[config.mk]
export PLATFORM = sky130hd
export DESIGN_NAME = timer_two
export DESIGN_NICKNAME = d
export VERILOG_FILES = /design/src/rtl/timer_two_pkg.sv /design/src/rtl/tick_divider.sv /design/src/rtl/timer_two.sv
export SDC_FILE = /design/constraint.sdc
export NUM_CORES = 1
export LEC_CHECK = 0
export ABC_AREA = 1
export BUFFER_PORTS_ARGS = -buffer_cell sky130_fd_sc_hd__buf_4
export CELL_PAD_IN_SITES_DETAIL_PLACEMENT = 1
export CELL_PAD_IN_SITES_GLOBAL_PLACEMENT = 1
export CORE_ASPECT_RATIO = 1.25
export CORE_MARGIN = 2
export CORE_UTILIZATION = 40
export CTS_CLUSTER_DIAMETER = 150
export DETAILED_ROUTE_END_ITERATION = 7
export GPL_TIMING_DRIVEN = 1
export PLACE_DENSITY = 0.93
export SYNTH_ARGS = -nofsm -noshare
export SYNTH_HDL_FRONTEND = slang
export SYNTH_SLANG_ARGS = --single-unit
[constraint.sdc]
create_clock -name clk_sys -period 5.6 [get_ports clk_sys]
set_input_delay 0.56 -clock clk_sys [delete_from_list [all_inputs] [get_ports clk_sys]]
set_output_delay 0.56 -clock clk_sys [all_outputs]
set_load 0.05 [all_outputs]
[src/rtl/timer_two_pkg.sv]
package timer_two_pkg;
    // register indices; the byte address on the bus is four times the index
    localparam logic [7:0] IDX_CONTROL = 8'hc8;
    localparam logic [7:0] IDX_MODE = 8'hc9;
    localparam logic [7:0] IDX_CAP_LOW = 8'hca;
    localparam logic [7:0] IDX_CAP_HIGH = 8'hcb;
    localparam logic [7:0] IDX_COUNT_LOW = 8'hcc;
    localparam logic [7:0] IDX_COUNT_HIGH = 8'hcd;
    localparam int ADDR_W = 12;
    // control register fields
    localparam int BIT_OVF = 7;
    localparam int BIT_EXF = 6;
    localparam int BIT_RCLK_SEL = 5;
    localparam int BIT_TCLK_SEL = 4;
    localparam int BIT_EXT_EN = 3;
    localparam int BIT_RUN = 2;
    localparam int BIT_CT_SEL = 1;
    localparam int BIT_CR_SEL = 0;
    // mode register fields
    localparam int BIT_CAP_RST = 3;
    localparam int BIT_DOWN_EN = 0;
    localparam logic [7:0] MODE_MASK = 8'h09;
    localparam logic [7:0] CONTROL_RESET = 8'h00;
    localparam logic [7:0] MODE_RESET = 8'h00;
    localparam logic [7:0] BYTE_RESET = 8'h00;
    // tick periods in clocks
    localparam logic [3:0] DIV_SLOW = 4'd12;
    localparam logic [3:0] DIV_FAST = 4'd4;
    localparam logic [3:0] DIV_BAUD = 4'd2;
    localparam logic [1:0] RESP_OKAY = 2'b00;
    localparam logic [1:0] RESP_SLVERR = 2'b10;
endpackage

[src/rtl/tick_divider.sv]
`timescale 1ns/1ps
`default_nettype none
module tick_divider
    import timer_two_pkg::*;
(
    // clock and reset
    input wire logic clk_sys,
    input wire logic arst_n,
    // control
    input wire logic enable,
    input wire logic [3:0] period,
    // tick out
    output logic tick
);
    logic [3:0] cnt_q;

    always_ff @(posedge clk_sys or negedge arst_n) begin
        if (!arst_n) begin
            cnt_q <= 4'h0;
        end else if (!enable || cnt_q >= period - 4'd1) begin
            cnt_q <= 4'h0;
        end else begin
            cnt_q <= cnt_q + 4'd1;
        end
    end

    assign tick = enable && (cnt_q >= period - 4'd1);

    p_tick_spacing: assert property (@(posedge clk_sys) disable iff (!arst_n)
        tick && enable && period == DIV_BAUD |=> !tick)
        else $error("divider ticked on consecutive cycles");
endmodule
`default_nettype wire

[src/rtl/timer_two.sv]
`timescale 1ns/1ps
`default_nettype none
module timer_two
    import timer_two_pkg::*;
(
    // clock and reset
    input wire logic clk_sys,
    input wire logic arst_n,
    // axi4-lite write address and data
    input wire logic [ADDR_W-1:0] s_axi_awaddr,
    input wire logic s_axi_awvalid,
    output logic s_axi_awready,
    input wire logic [31:0] s_axi_wdata,
    input wire logic [3:0] s_axi_wstrb,
    input wire logic s_axi_wvalid,
    output logic s_axi_wready,
    // axi4-lite write response
    output logic [1:0] s_axi_bresp,
    output logic s_axi_bvalid,
    input wire logic s_axi_bready,
    // axi4-lite read
    input wire logic [ADDR_W-1:0] s_axi_araddr,
    input wire logic s_axi_arvalid,
    output logic s_axi_arready,
    output logic [31:0] s_axi_rdata,
    output logic [1:0] s_axi_rresp,
    output logic s_axi_rvalid,
    input wire logic s_axi_rready,
    // pins
    input wire logic trigger_pin,
    input wire logic external_count_pin,
    input wire logic timer_clock_divider_select,
    input wire logic timer_two_irq_enable,
    // toward serial port and interrupt logic
    output logic rx_baud_tick,
    output logic tx_baud_tick,
    output logic timer_two_irq
);
    ////////////////////////////////////////////////////////////////////////
    // decode helpers
    function automatic logic [2:0] reg_sel(input logic [ADDR_W-1:0] a, output logic hit);
        logic [ADDR_W-1:0] idx;
        idx = a >> 2;
        hit = (a[1:0] == 2'b00) && idx >= ADDR_W'(IDX_CONTROL)
              && idx <= ADDR_W'(IDX_COUNT_HIGH);
        reg_sel = 3'(idx - ADDR_W'(IDX_CONTROL));
    endfunction

    logic [7:0] control_q;
    logic [7:0] mode_q;
    logic [7:0] cap_low_q;
    logic [7:0] cap_high_q;
    logic [15:0] count_q;
    logic trig_q;
    logic cpin_q;

    ////////////////////////////////////////////////////////////////////////
    // write channel: address and data taken in either order
    logic aw_held_q, w_held_q;
    logic [ADDR_W-1:0] awaddr_q;
    logic [31:0] wdata_q;
    logic wstrb0_q;
    logic wr_fire;
    logic wr_hit;
    logic [2:0] wr_sel;

    assign s_axi_awready = !aw_held_q && !s_axi_bvalid;
    assign s_axi_wready = !w_held_q && !s_axi_bvalid;
    assign wr_fire = aw_held_q && w_held_q;

    always_comb begin
        wr_hit = 1'b0;
        wr_sel = reg_sel(awaddr_q, wr_hit);
    end

    always_ff @(posedge clk_sys or negedge arst_n) begin
        if (!arst_n) begin
            aw_held_q <= 1'b0;
            w_held_q <= 1'b0;
            awaddr_q <= '0;
            wdata_q <= 32'h0;
            wstrb0_q <= 1'b0;
            s_axi_bvalid <= 1'b0;
            s_axi_bresp <= RESP_OKAY;
        end else begin
            if (s_axi_awvalid && s_axi_awready) begin
                aw_held_q <= 1'b1;
                awaddr_q <= s_axi_awaddr;
            end
            if (s_axi_wvalid && s_axi_wready) begin
                w_held_q <= 1'b1;
                wdata_q <= s_axi_wdata;
                wstrb0_q <= s_axi_wstrb[0];
            end
            if (wr_fire) begin
                aw_held_q <= 1'b0;
                w_held_q <= 1'b0;
                s_axi_bvalid <= 1'b1;
                s_axi_bresp <= wr_hit ? RESP_OKAY : RESP_SLVERR;
            end else if (s_axi_bvalid && s_axi_bready) begin
                s_axi_bvalid <= 1'b0;
            end
        end
    end

    // only lane 0 carries register data
    logic wr_en;
    assign wr_en = wr_fire && wr_hit && wstrb0_q;

    ////////////////////////////////////////////////////////////////////////
    // read channel
    logic rd_hit;
    logic [2:0] rd_sel;
    logic [7:0] rd_byte;

    assign s_axi_arready = !s_axi_rvalid;

    always_comb begin
        rd_hit = 1'b0;
        rd_sel = reg_sel(s_axi_araddr, rd_hit);
        case (rd_sel)
            3'd0: rd_byte = control_q;
            3'd1: rd_byte = mode_q;
            3'd2: rd_byte = cap_low_q;
            3'd3: rd_byte = cap_high_q;
            3'd4: rd_byte = count_q[7:0];
            3'd5: rd_byte = count_q[15:8];
            default: rd_byte = 8'h00;
        endcase
    end

    always_ff @(posedge clk_sys or negedge arst_n) begin
        if (!arst_n) begin
            s_axi_rvalid <= 1'b0;
            s_axi_rdata <= 32'h0;
            s_axi_rresp <= RESP_OKAY;
        end else if (s_axi_arvalid && s_axi_arready) begin
            s_axi_rvalid <= 1'b1;
            s_axi_rdata <= {24'h0, rd_hit ? rd_byte : 8'h00};
            s_axi_rresp <= rd_hit ? RESP_OKAY : RESP_SLVERR;
        end else if (s_axi_rvalid && s_axi_rready) begin
            s_axi_rvalid <= 1'b0;
        end
    end

    ////////////////////////////////////////////////////////////////////////
    // mode decode
    logic baud_mode, run, ext_en, cap_mode, down_en;
    assign baud_mode = control_q[BIT_RCLK_SEL] || control_q[BIT_TCLK_SEL];
    assign run = control_q[BIT_RUN];
    assign ext_en = control_q[BIT_EXT_EN];
    assign cap_mode = control_q[BIT_CR_SEL] && !baud_mode;
    assign down_en = mode_q[BIT_DOWN_EN] && !cap_mode && !baud_mode;

    // trigger and count pins are taken as synchronous
    always_ff @(posedge clk_sys or negedge arst_n) begin
        if (!arst_n) begin
            trig_q <= 1'b1;
            cpin_q <= 1'b1;
        end else begin
            trig_q <= trigger_pin;
            cpin_q <= external_count_pin;
        end
    end

    logic trig_fall, cpin_fall, trig_event;
    assign trig_fall = trig_q && !trigger_pin;
    assign cpin_fall = cpin_q && !external_count_pin;
    // direction pin doubles as trigger; down mode uses its level instead
    assign trig_event = trig_fall && ext_en && !baud_mode && !down_en;

    ////////////////////////////////////////////////////////////////////////
    // tick generation
    logic div_tick;
    logic [3:0] div_period;
    logic use_div;
    assign use_div = run && (baud_mode || !control_q[BIT_CT_SEL]);
    assign div_period = baud_mode ? DIV_BAUD :
        (timer_clock_divider_select ? DIV_FAST : DIV_SLOW);

    tick_divider u_div (
        .clk_sys(clk_sys),
        .arst_n(arst_n),
        .enable(use_div),
        .period(div_period),
        .tick(div_tick)
    );

    logic tick;
    assign tick = run && (baud_mode || !control_q[BIT_CT_SEL] ? div_tick : cpin_fall);

    ////////////////////////////////////////////////////////////////////////
    // counter
    logic count_up;
    logic [15:0] reload_val;
    logic wrap_up, hit_down, ovf_event;
    assign count_up = !down_en || trigger_pin;
    assign reload_val = {cap_high_q, cap_low_q};
    assign wrap_up = tick && count_up && count_q == 16'hffff;
    assign hit_down = tick && !count_up && count_q == reload_val;
    assign ovf_event = wrap_up || hit_down;

    always_ff @(posedge clk_sys or negedge arst_n) begin
        if (!arst_n) begin
            count_q <= 16'h0000;
        end else if (wr_en && wr_sel == 3'd4) begin
            count_q[7:0] <= wdata_q[7:0];
        end else if (wr_en && wr_sel == 3'd5) begin
            count_q[15:8] <= wdata_q[7:0];
        end else if (cap_mode && trig_event && mode_q[BIT_CAP_RST]) begin
            count_q <= 16'h0000;
        end else if (!cap_mode && trig_event) begin
            count_q <= reload_val;
        end else if (wrap_up && !cap_mode) begin
            count_q <= reload_val;
        end else if (hit_down) begin
            count_q <= 16'hffff;
        end else if (tick) begin
            count_q <= count_up ? count_q + 16'd1 : count_q - 16'd1;
        end
    end

    always_ff @(posedge clk_sys or negedge arst_n) begin
        if (!arst_n) begin
            cap_low_q <= BYTE_RESET;
            cap_high_q <= BYTE_RESET;
        end else if (cap_mode && trig_event) begin
            cap_low_q <= count_q[7:0];
            cap_high_q <= count_q[15:8];
        end else if (wr_en && wr_sel == 3'd2) begin
            cap_low_q <= wdata_q[7:0];
        end else if (wr_en && wr_sel == 3'd3) begin
            cap_high_q <= wdata_q[7:0];
        end
    end

    ////////////////////////////////////////////////////////////////////////
    // control and mode registers; hardware set wins over a software write
    logic ovf_set, exf_set;
    assign ovf_set = ovf_event && !baud_mode;
    assign exf_set = trig_event || (down_en && ovf_event);

    always_ff @(posedge clk_sys or negedge arst_n) begin
        if (!arst_n) begin
            control_q <= CONTROL_RESET;
        end else begin
            if (wr_en && wr_sel == 3'd0) begin
                control_q <= wdata_q[7:0];
            end
            if (ovf_set) begin
                control_q[BIT_OVF] <= 1'b1;
            end
            if (exf_set) begin
                control_q[BIT_EXF] <= 1'b1;
            end
        end
    end

    always_ff @(posedge clk_sys or negedge arst_n) begin
        if (!arst_n) begin
            mode_q <= MODE_RESET;
        end else if (wr_en && wr_sel == 3'd1) begin
            mode_q <= wdata_q[7:0] & MODE_MASK;
        end
    end

    ////////////////////////////////////////////////////////////////////////
    // outputs
    logic baud_tick_q;
    always_ff @(posedge clk_sys or negedge arst_n) begin
        if (!arst_n) begin
            baud_tick_q <= 1'b0;
        end else begin
            baud_tick_q <= wrap_up && baud_mode;
        end
    end
    assign rx_baud_tick = baud_tick_q && control_q[BIT_RCLK_SEL];
    assign tx_baud_tick = baud_tick_q && control_q[BIT_TCLK_SEL];
    // level request while either flag stands
    assign timer_two_irq = timer_two_irq_enable
        && (control_q[BIT_EXF] || control_q[BIT_OVF]);

    ////////////////////////////////////////////////////////////////////////
    // checks
    p_ovf_set: assert property (@(posedge clk_sys) disable iff (!arst_n)
        ovf_set |=> control_q[BIT_OVF])
        else $error("overflow flag not set");
    p_no_ovf_baud: assert property (@(posedge clk_sys) disable iff (!arst_n)
        baud_mode && !(wr_en && wr_sel == 3'd0) |=> !$rose(control_q[BIT_OVF]))
        else $error("overflow flag set in baud mode");
    p_exf_set: assert property (@(posedge clk_sys) disable iff (!arst_n)
        trig_event |=> control_q[BIT_EXF])
        else $error("external flag missed edge");
    p_irq: assert property (@(posedge clk_sys) disable iff (!arst_n)
        control_q[BIT_EXF] && timer_two_irq_enable |-> timer_two_irq)
        else $error("interrupt request missing");
    p_ignore: assert property (@(posedge clk_sys) disable iff (!arst_n)
        (baud_mode || !ext_en) |-> !trig_event)
        else $error("trigger not ignored");
    p_hold: assert property (@(posedge clk_sys) disable iff (!arst_n)
        !run && !wr_en && !trig_event |=> $stable(count_q))
        else $error("count moved while stopped");
    p_capture: assert property (@(posedge clk_sys) disable iff (!arst_n)
        cap_mode && trig_event |=> cap_low_q == $past(count_q[7:0])
            && cap_high_q == $past(count_q[15:8]))
        else $error("capture mismatch");
    p_reload: assert property (@(posedge clk_sys) disable iff (!arst_n)
        wrap_up && !cap_mode && !wr_en && !trig_event |=> count_q == $past(reload_val))
        else $error("reload mismatch");
    p_cap_rst: assert property (@(posedge clk_sys) disable iff (!arst_n)
        cap_mode && trig_event && mode_q[BIT_CAP_RST] && !wr_en |=> count_q == 16'h0000)
        else $error("capture reset failed");
    // underflow against the reload value restarts from the top
    p_down_wrap: assert property (@(posedge clk_sys) disable iff (!arst_n)
        hit_down && !wr_en |=> count_q == 16'hffff)
        else $error("down count did not wrap");
    p_down_step: assert property (@(posedge clk_sys) disable iff (!arst_n)
        tick && down_en && !trigger_pin && count_q != reload_val && !wr_en
            |=> count_q == $past(count_q) - 16'd1)
        else $error("down count step wrong");
    p_baud_pulse: assert property (@(posedge clk_sys) disable iff (!arst_n)
        wrap_up && baud_mode && !wr_en |=> rx_baud_tick == control_q[BIT_RCLK_SEL])
        else $error("receive baud pulse missing");
    p_no_cap_baud: assert property (@(posedge clk_sys) disable iff (!arst_n)
        baud_mode && !wr_en |=> $stable(cap_low_q) && $stable(cap_high_q))
        else $error("capture registers moved in baud mode");
    p_trig_off: assert property (@(posedge clk_sys) disable iff (!arst_n)
        trig_fall && !ext_en && !wr_en && !tick |=> $stable(count_q))
        else $error("disabled trigger moved the count");
endmodule
`default_nettype wire

==> metrics.md <==
| Metric | Value |
|---|---|
| Run status | `finished, final reports clean` |
| Maximum clock rate | `276 MHz` |
| Fin area | `~0.0064 sq mm` |
| Data arrival at the endpoint of the critical path | `approximately 3.9 ns` |
| Routed vias | `between 5000 and 6000` |
| Final Max Tran Viols | `0` |
| Routability congestion estimate | `0.940` |
| Largest clock skew in the final design | `between 0.01 and 0.015 ns` |
| Standard cell with the maximum stage delay on the critical path | `nor2_1` |
| H-tree levels | `3` |
| Die Width | `roughly 110 microns` |
| Number of rows in the core area | `48` |
| Switching Power | `about 0.00067 W` |
| Total DRC errors in the routed layout | `0` |
| Final Hold Vio Count | `0` |
| Clock-pin slew on the worst setup and hold paths | `0.07 ns` |
| Worst-Margin Slew | `approximately 1.1 ns` |
| Prevailing post-synth register cell | `dfrtp_1` |
| DRT Pass-1 Iters | `5` |
| Depth of the most critical reg-to-reg path | `13` |
| Delay of the slowest critical-path stage | `a little over 0.8 ns` |
| Capturing point of the worst reg2reg path | `count_q[8]$_DFFE_PN0P_` |
| Average footprint of a synthesized cell | `7.03 sq um` |
| Placed standard-cell area | `0.00612 sq mm` |
| Leakage | `approximately 3.3 nW` |
| Final layout net count | `between 900 and 1000` |
| Setup TNS after final layout | `0 ns` |
| Part of the cycle the worst path needs | `0.646` |
| Share of layout cells above drive strength 1 | `0.136` |
| Count of nets left with antenna violations after detail routing | `0` |
| Die height | `between 100 and 150 microns` |
| Portion of total power attributed to sequential cells | `0.420` |
| Per-cell via count in the routed design | `between 5 and 6` |
| CTS root buf | `clkbuf_16` |
| Pin count of the biggest net entering global routing | `85` |
| Register-to-Register Setup Slack | `a little under 2 ns` |
| Area of the mapped netlist | `approximately 0.0056 sq mm` |
| Crit. End Element | `flip-flop` |
| Antenna violations before repair | `0` |
| TritonCTS clock tree | `done` |
| Share of synthesized area occupied by flip-flops and latches | `0.373` |
| Clock sink total | `84` |
| Most frequent cell after synthesis | `nand2_1` |
| Number of instances in the synthesized netlist | `approximately 800` |
| Max Fanout on Critical Path | `17` |
| Largest cells by area after synthesis | `dfrtp_1 (36%), nand2_1 (10%), nor2_1 (8.5%), inv_1 (7.3%), o21ai_0 (4.7%)` |
| Cell-internal power | `around 0.0012 W` |
| R2R Path Start | `control_q[5]$_DFFE_PN0P_` |
| Area growth syn-to-layout | `14.0%` |
| Number of global-route vias before repair | `about 6000` |
| Buffers from clock root to sink, at most | `2` |
| TritonCTS Buffers | `9` |
| Global-route wire length before repair | `around 32000 microns` |
| Effective utilization at floorplan | `0.408` |
| Part of the power in the clock network | `0.340` |
| Number of antenna cells inserted | `0` |
| Hold-critical path depth | `1` |
| Kind of start point of the critical path | `flip-flop` |
| Net Sw Frac | `0.363` |
| Area share of the leading cell type in the synthesized netlist | `0.364` |
| Maximum resistive drop on vdd | `0.000262 V` |
| Syn. warnings | `0` |
| Cell Pwr Density | `288 mW/mm^2` |
| Final core utilization | `0.465` |
| First element of the critical path | `control_q[5]$_DFFE_PN0P_` |
| Final worst path period need | `3.62 ns` |
| Total of flip-flops plus latches after synthesis | `84` |
| Total chip power | `about 0.0018 W` |
| Boundary Pins | `~120` |
| Share of synthesized registers carrying an async set or reset | `1.00` |
| Clock network latency to the later pin of the worst-skew pair | `0.35 ns` |
| Total core area | `around 0.014 sq mm` |
| Wire length per cell after detailed routing | `19.1 microns` |
| Maximum capacitance violations | `0` |
| Worst-case headroom to the max-slew limit | `0.260` |
| Number of distinct library cell variants in the gate-level netlist after synthesis | `between 40 and 50` |
| Quantity of gates resized following cts | `0` |
| Combinational Power Share | `0.239` |
| Commonest cells in the netlist | `nand2_1 (152), nor2_1 (127), inv_1 (109)` |
| Min-delay worst type | `in -> reg` |
| RSZ-0062 raised after global routing | `false` |
| Worst hold path startpoint | `external_count_pin` |
| Final Routed Wirelength | `approximately 20000 microns` |
| Setup-failing EPs final | `0` |
| Post-CTS setup buffer count | `0` |
| Half-perimeter wire length after detailed placement | `between 15000 and 20000 microns` |
| Number of flops mapped to enable cells by yosys | `0` |
| CTS Hold Buffers Added | `0` |
| Final global-route overflow total | `0` |
| Number of violations reported at the end of detailed-routing iteration 0 | `~470` |
| Hold Path End | `cpin_q$_DFF_PN1_` |
| Total of buffers placed on input and output ports | `61` |
| Worst path required time | `5.83 ns` |
| GRT Resource Usage Total | `0.279` |
| Largest area contributor in the netlist | `dfrtp_1` |
| Cell Chain, Critical Path | `nor2_8 -> inv_1 -> or2_2 -> ha_1 -> a21o_1 -> nand3_1 -> nand2_1 -> nand4_1 -> nand2_2 -> nor2_1 -> nand3_1 -> nand2_1 -> a21oi_1` |
| Setup Crit Path Kind | `reg -> reg` |
| Area of the die | `0.0151 sq mm` |
==> layout by cell type, fill, tap and decap left out, drive strengths merged <==
cell and n:
a41oi 10, conb 26, o21ai 54, nor3b 2, nor4 5, o22ai 18
buf 61, a21o 1, nand3b 3, o21bai 1, a311oi 2, bufinv 1
nand3 49, nand2 163, xor2 13, ha 4, clkbuf 9, xnor2 4
dfstp 2, dfrtp 82, nand4 14, clkinvlp 2, nor2 133, clkinv 2
o31ai 1, a211oi 4, a21oi 51, mux2 7, nor3 10, o21a 3
or2 3, inv 118, o221ai 4, mux2i 1
==> stage by stage <==
step / hold slack [ns] / setup WS, ns / cells
after global placement: 0.470 / 2.12 / 1022
after global routing: 0.320 / 1.77 / 1038
after detailed placement: 0.479 / 1.99 / 1022
final: 0.325 / 1.98 / 1038
after floorplan: 0.264 / 3.26 / 827
after CTS: 0.317 / 1.99 / 1038
==> area by class of cell <==
type / instances / area, sq um
multi-input combinational: 586 / 2910
sequential: 84 / 2100
timing repair buffer: 61 / 458
clock buffer: 9 / 225
tap: 175 / 219
clock inverter: 7 / 82.6
inverter: 116 / 435
fill: 1817 / 7380
==> flip-flops by register name, indices dropped and copies added, names as in the netlist <==
name          flops
cap_low_q         8
wstrb0_q          1
w_held_q          1
wdata_q           8
trig_q            1
s_axi_rdata       8
cap_high_q        8
awaddr_q         12
cpin_q            1
mode_q            2
control_q         8
s_axi_rvalid      1
s_axi_bvalid      1
s_axi_rresp       1
aw_held_q         1
s_axi_bresp       1
u_div.cnt_q       4
baud_tick_q       1
count_q          16
==> cells by family (layout without fill, tap and decap cells) <==
group / Yosys count / in the layout / synth area share
compound gates: 149 / 149 / 0.153
xor+xnor: 17 / 17 / 0.0264
fa+ha+maj: 4 / 4 / 0.00888
buf+inv: 157 / 193 / 0.128
flops: 84 / 84 / 0.373
mux: 8 / 8 / 0.0158
other cells: 1 / 26 / 0.000665
simple gates: 382 / 382 / 0.294
==> power by group through the flow <==
stage	Combinational (W)	Sequential, W	Clock [W]
after floorplan	0.000295	0.000769	0
after global placement	0.000416	0.000774	0
after detailed placement	0.000434	0.000782	0
after CTS	0.000442	0.000775	0.000635
after global routing	0.000483	0.000787	0.000656
final	0.000442	0.000777	0.000629
==> worst max-delay path by stage <==
stage,cells past startpoint,end
final,13,count_q[8]$_DFFE_PN0P_
after global routing,13,count_q[8]$_DFFE_PN0P_
after CTS,13,count_q[8]$_DFFE_PN0P_
after detailed placement,13,count_q[8]$_DFFE_PN0P_
after global placement,13,count_q[8]$_DFFE_PN0P_
after floorplan,14,count_q[13]$_DFFE_PN0P_
==> critical path: cells and delay by family (launching register included) <==
kind            cells  cell delay, ns
flops               1            0.45
buf+inv             1            0.12
fa+ha+maj           1            0.27
compound gates      2            0.26
simple gates        9            2.41
==> per-layer routing <==
layer	vias up	wire, microns	GRT usage
met5	-	0	0
met4	0	954	0.133
met3	64	1020	0.0400
met2	206	10100	0.486
met1	2763	7740	0.334
li1	2680	-	-
Power figures use the tool's default switching activity.
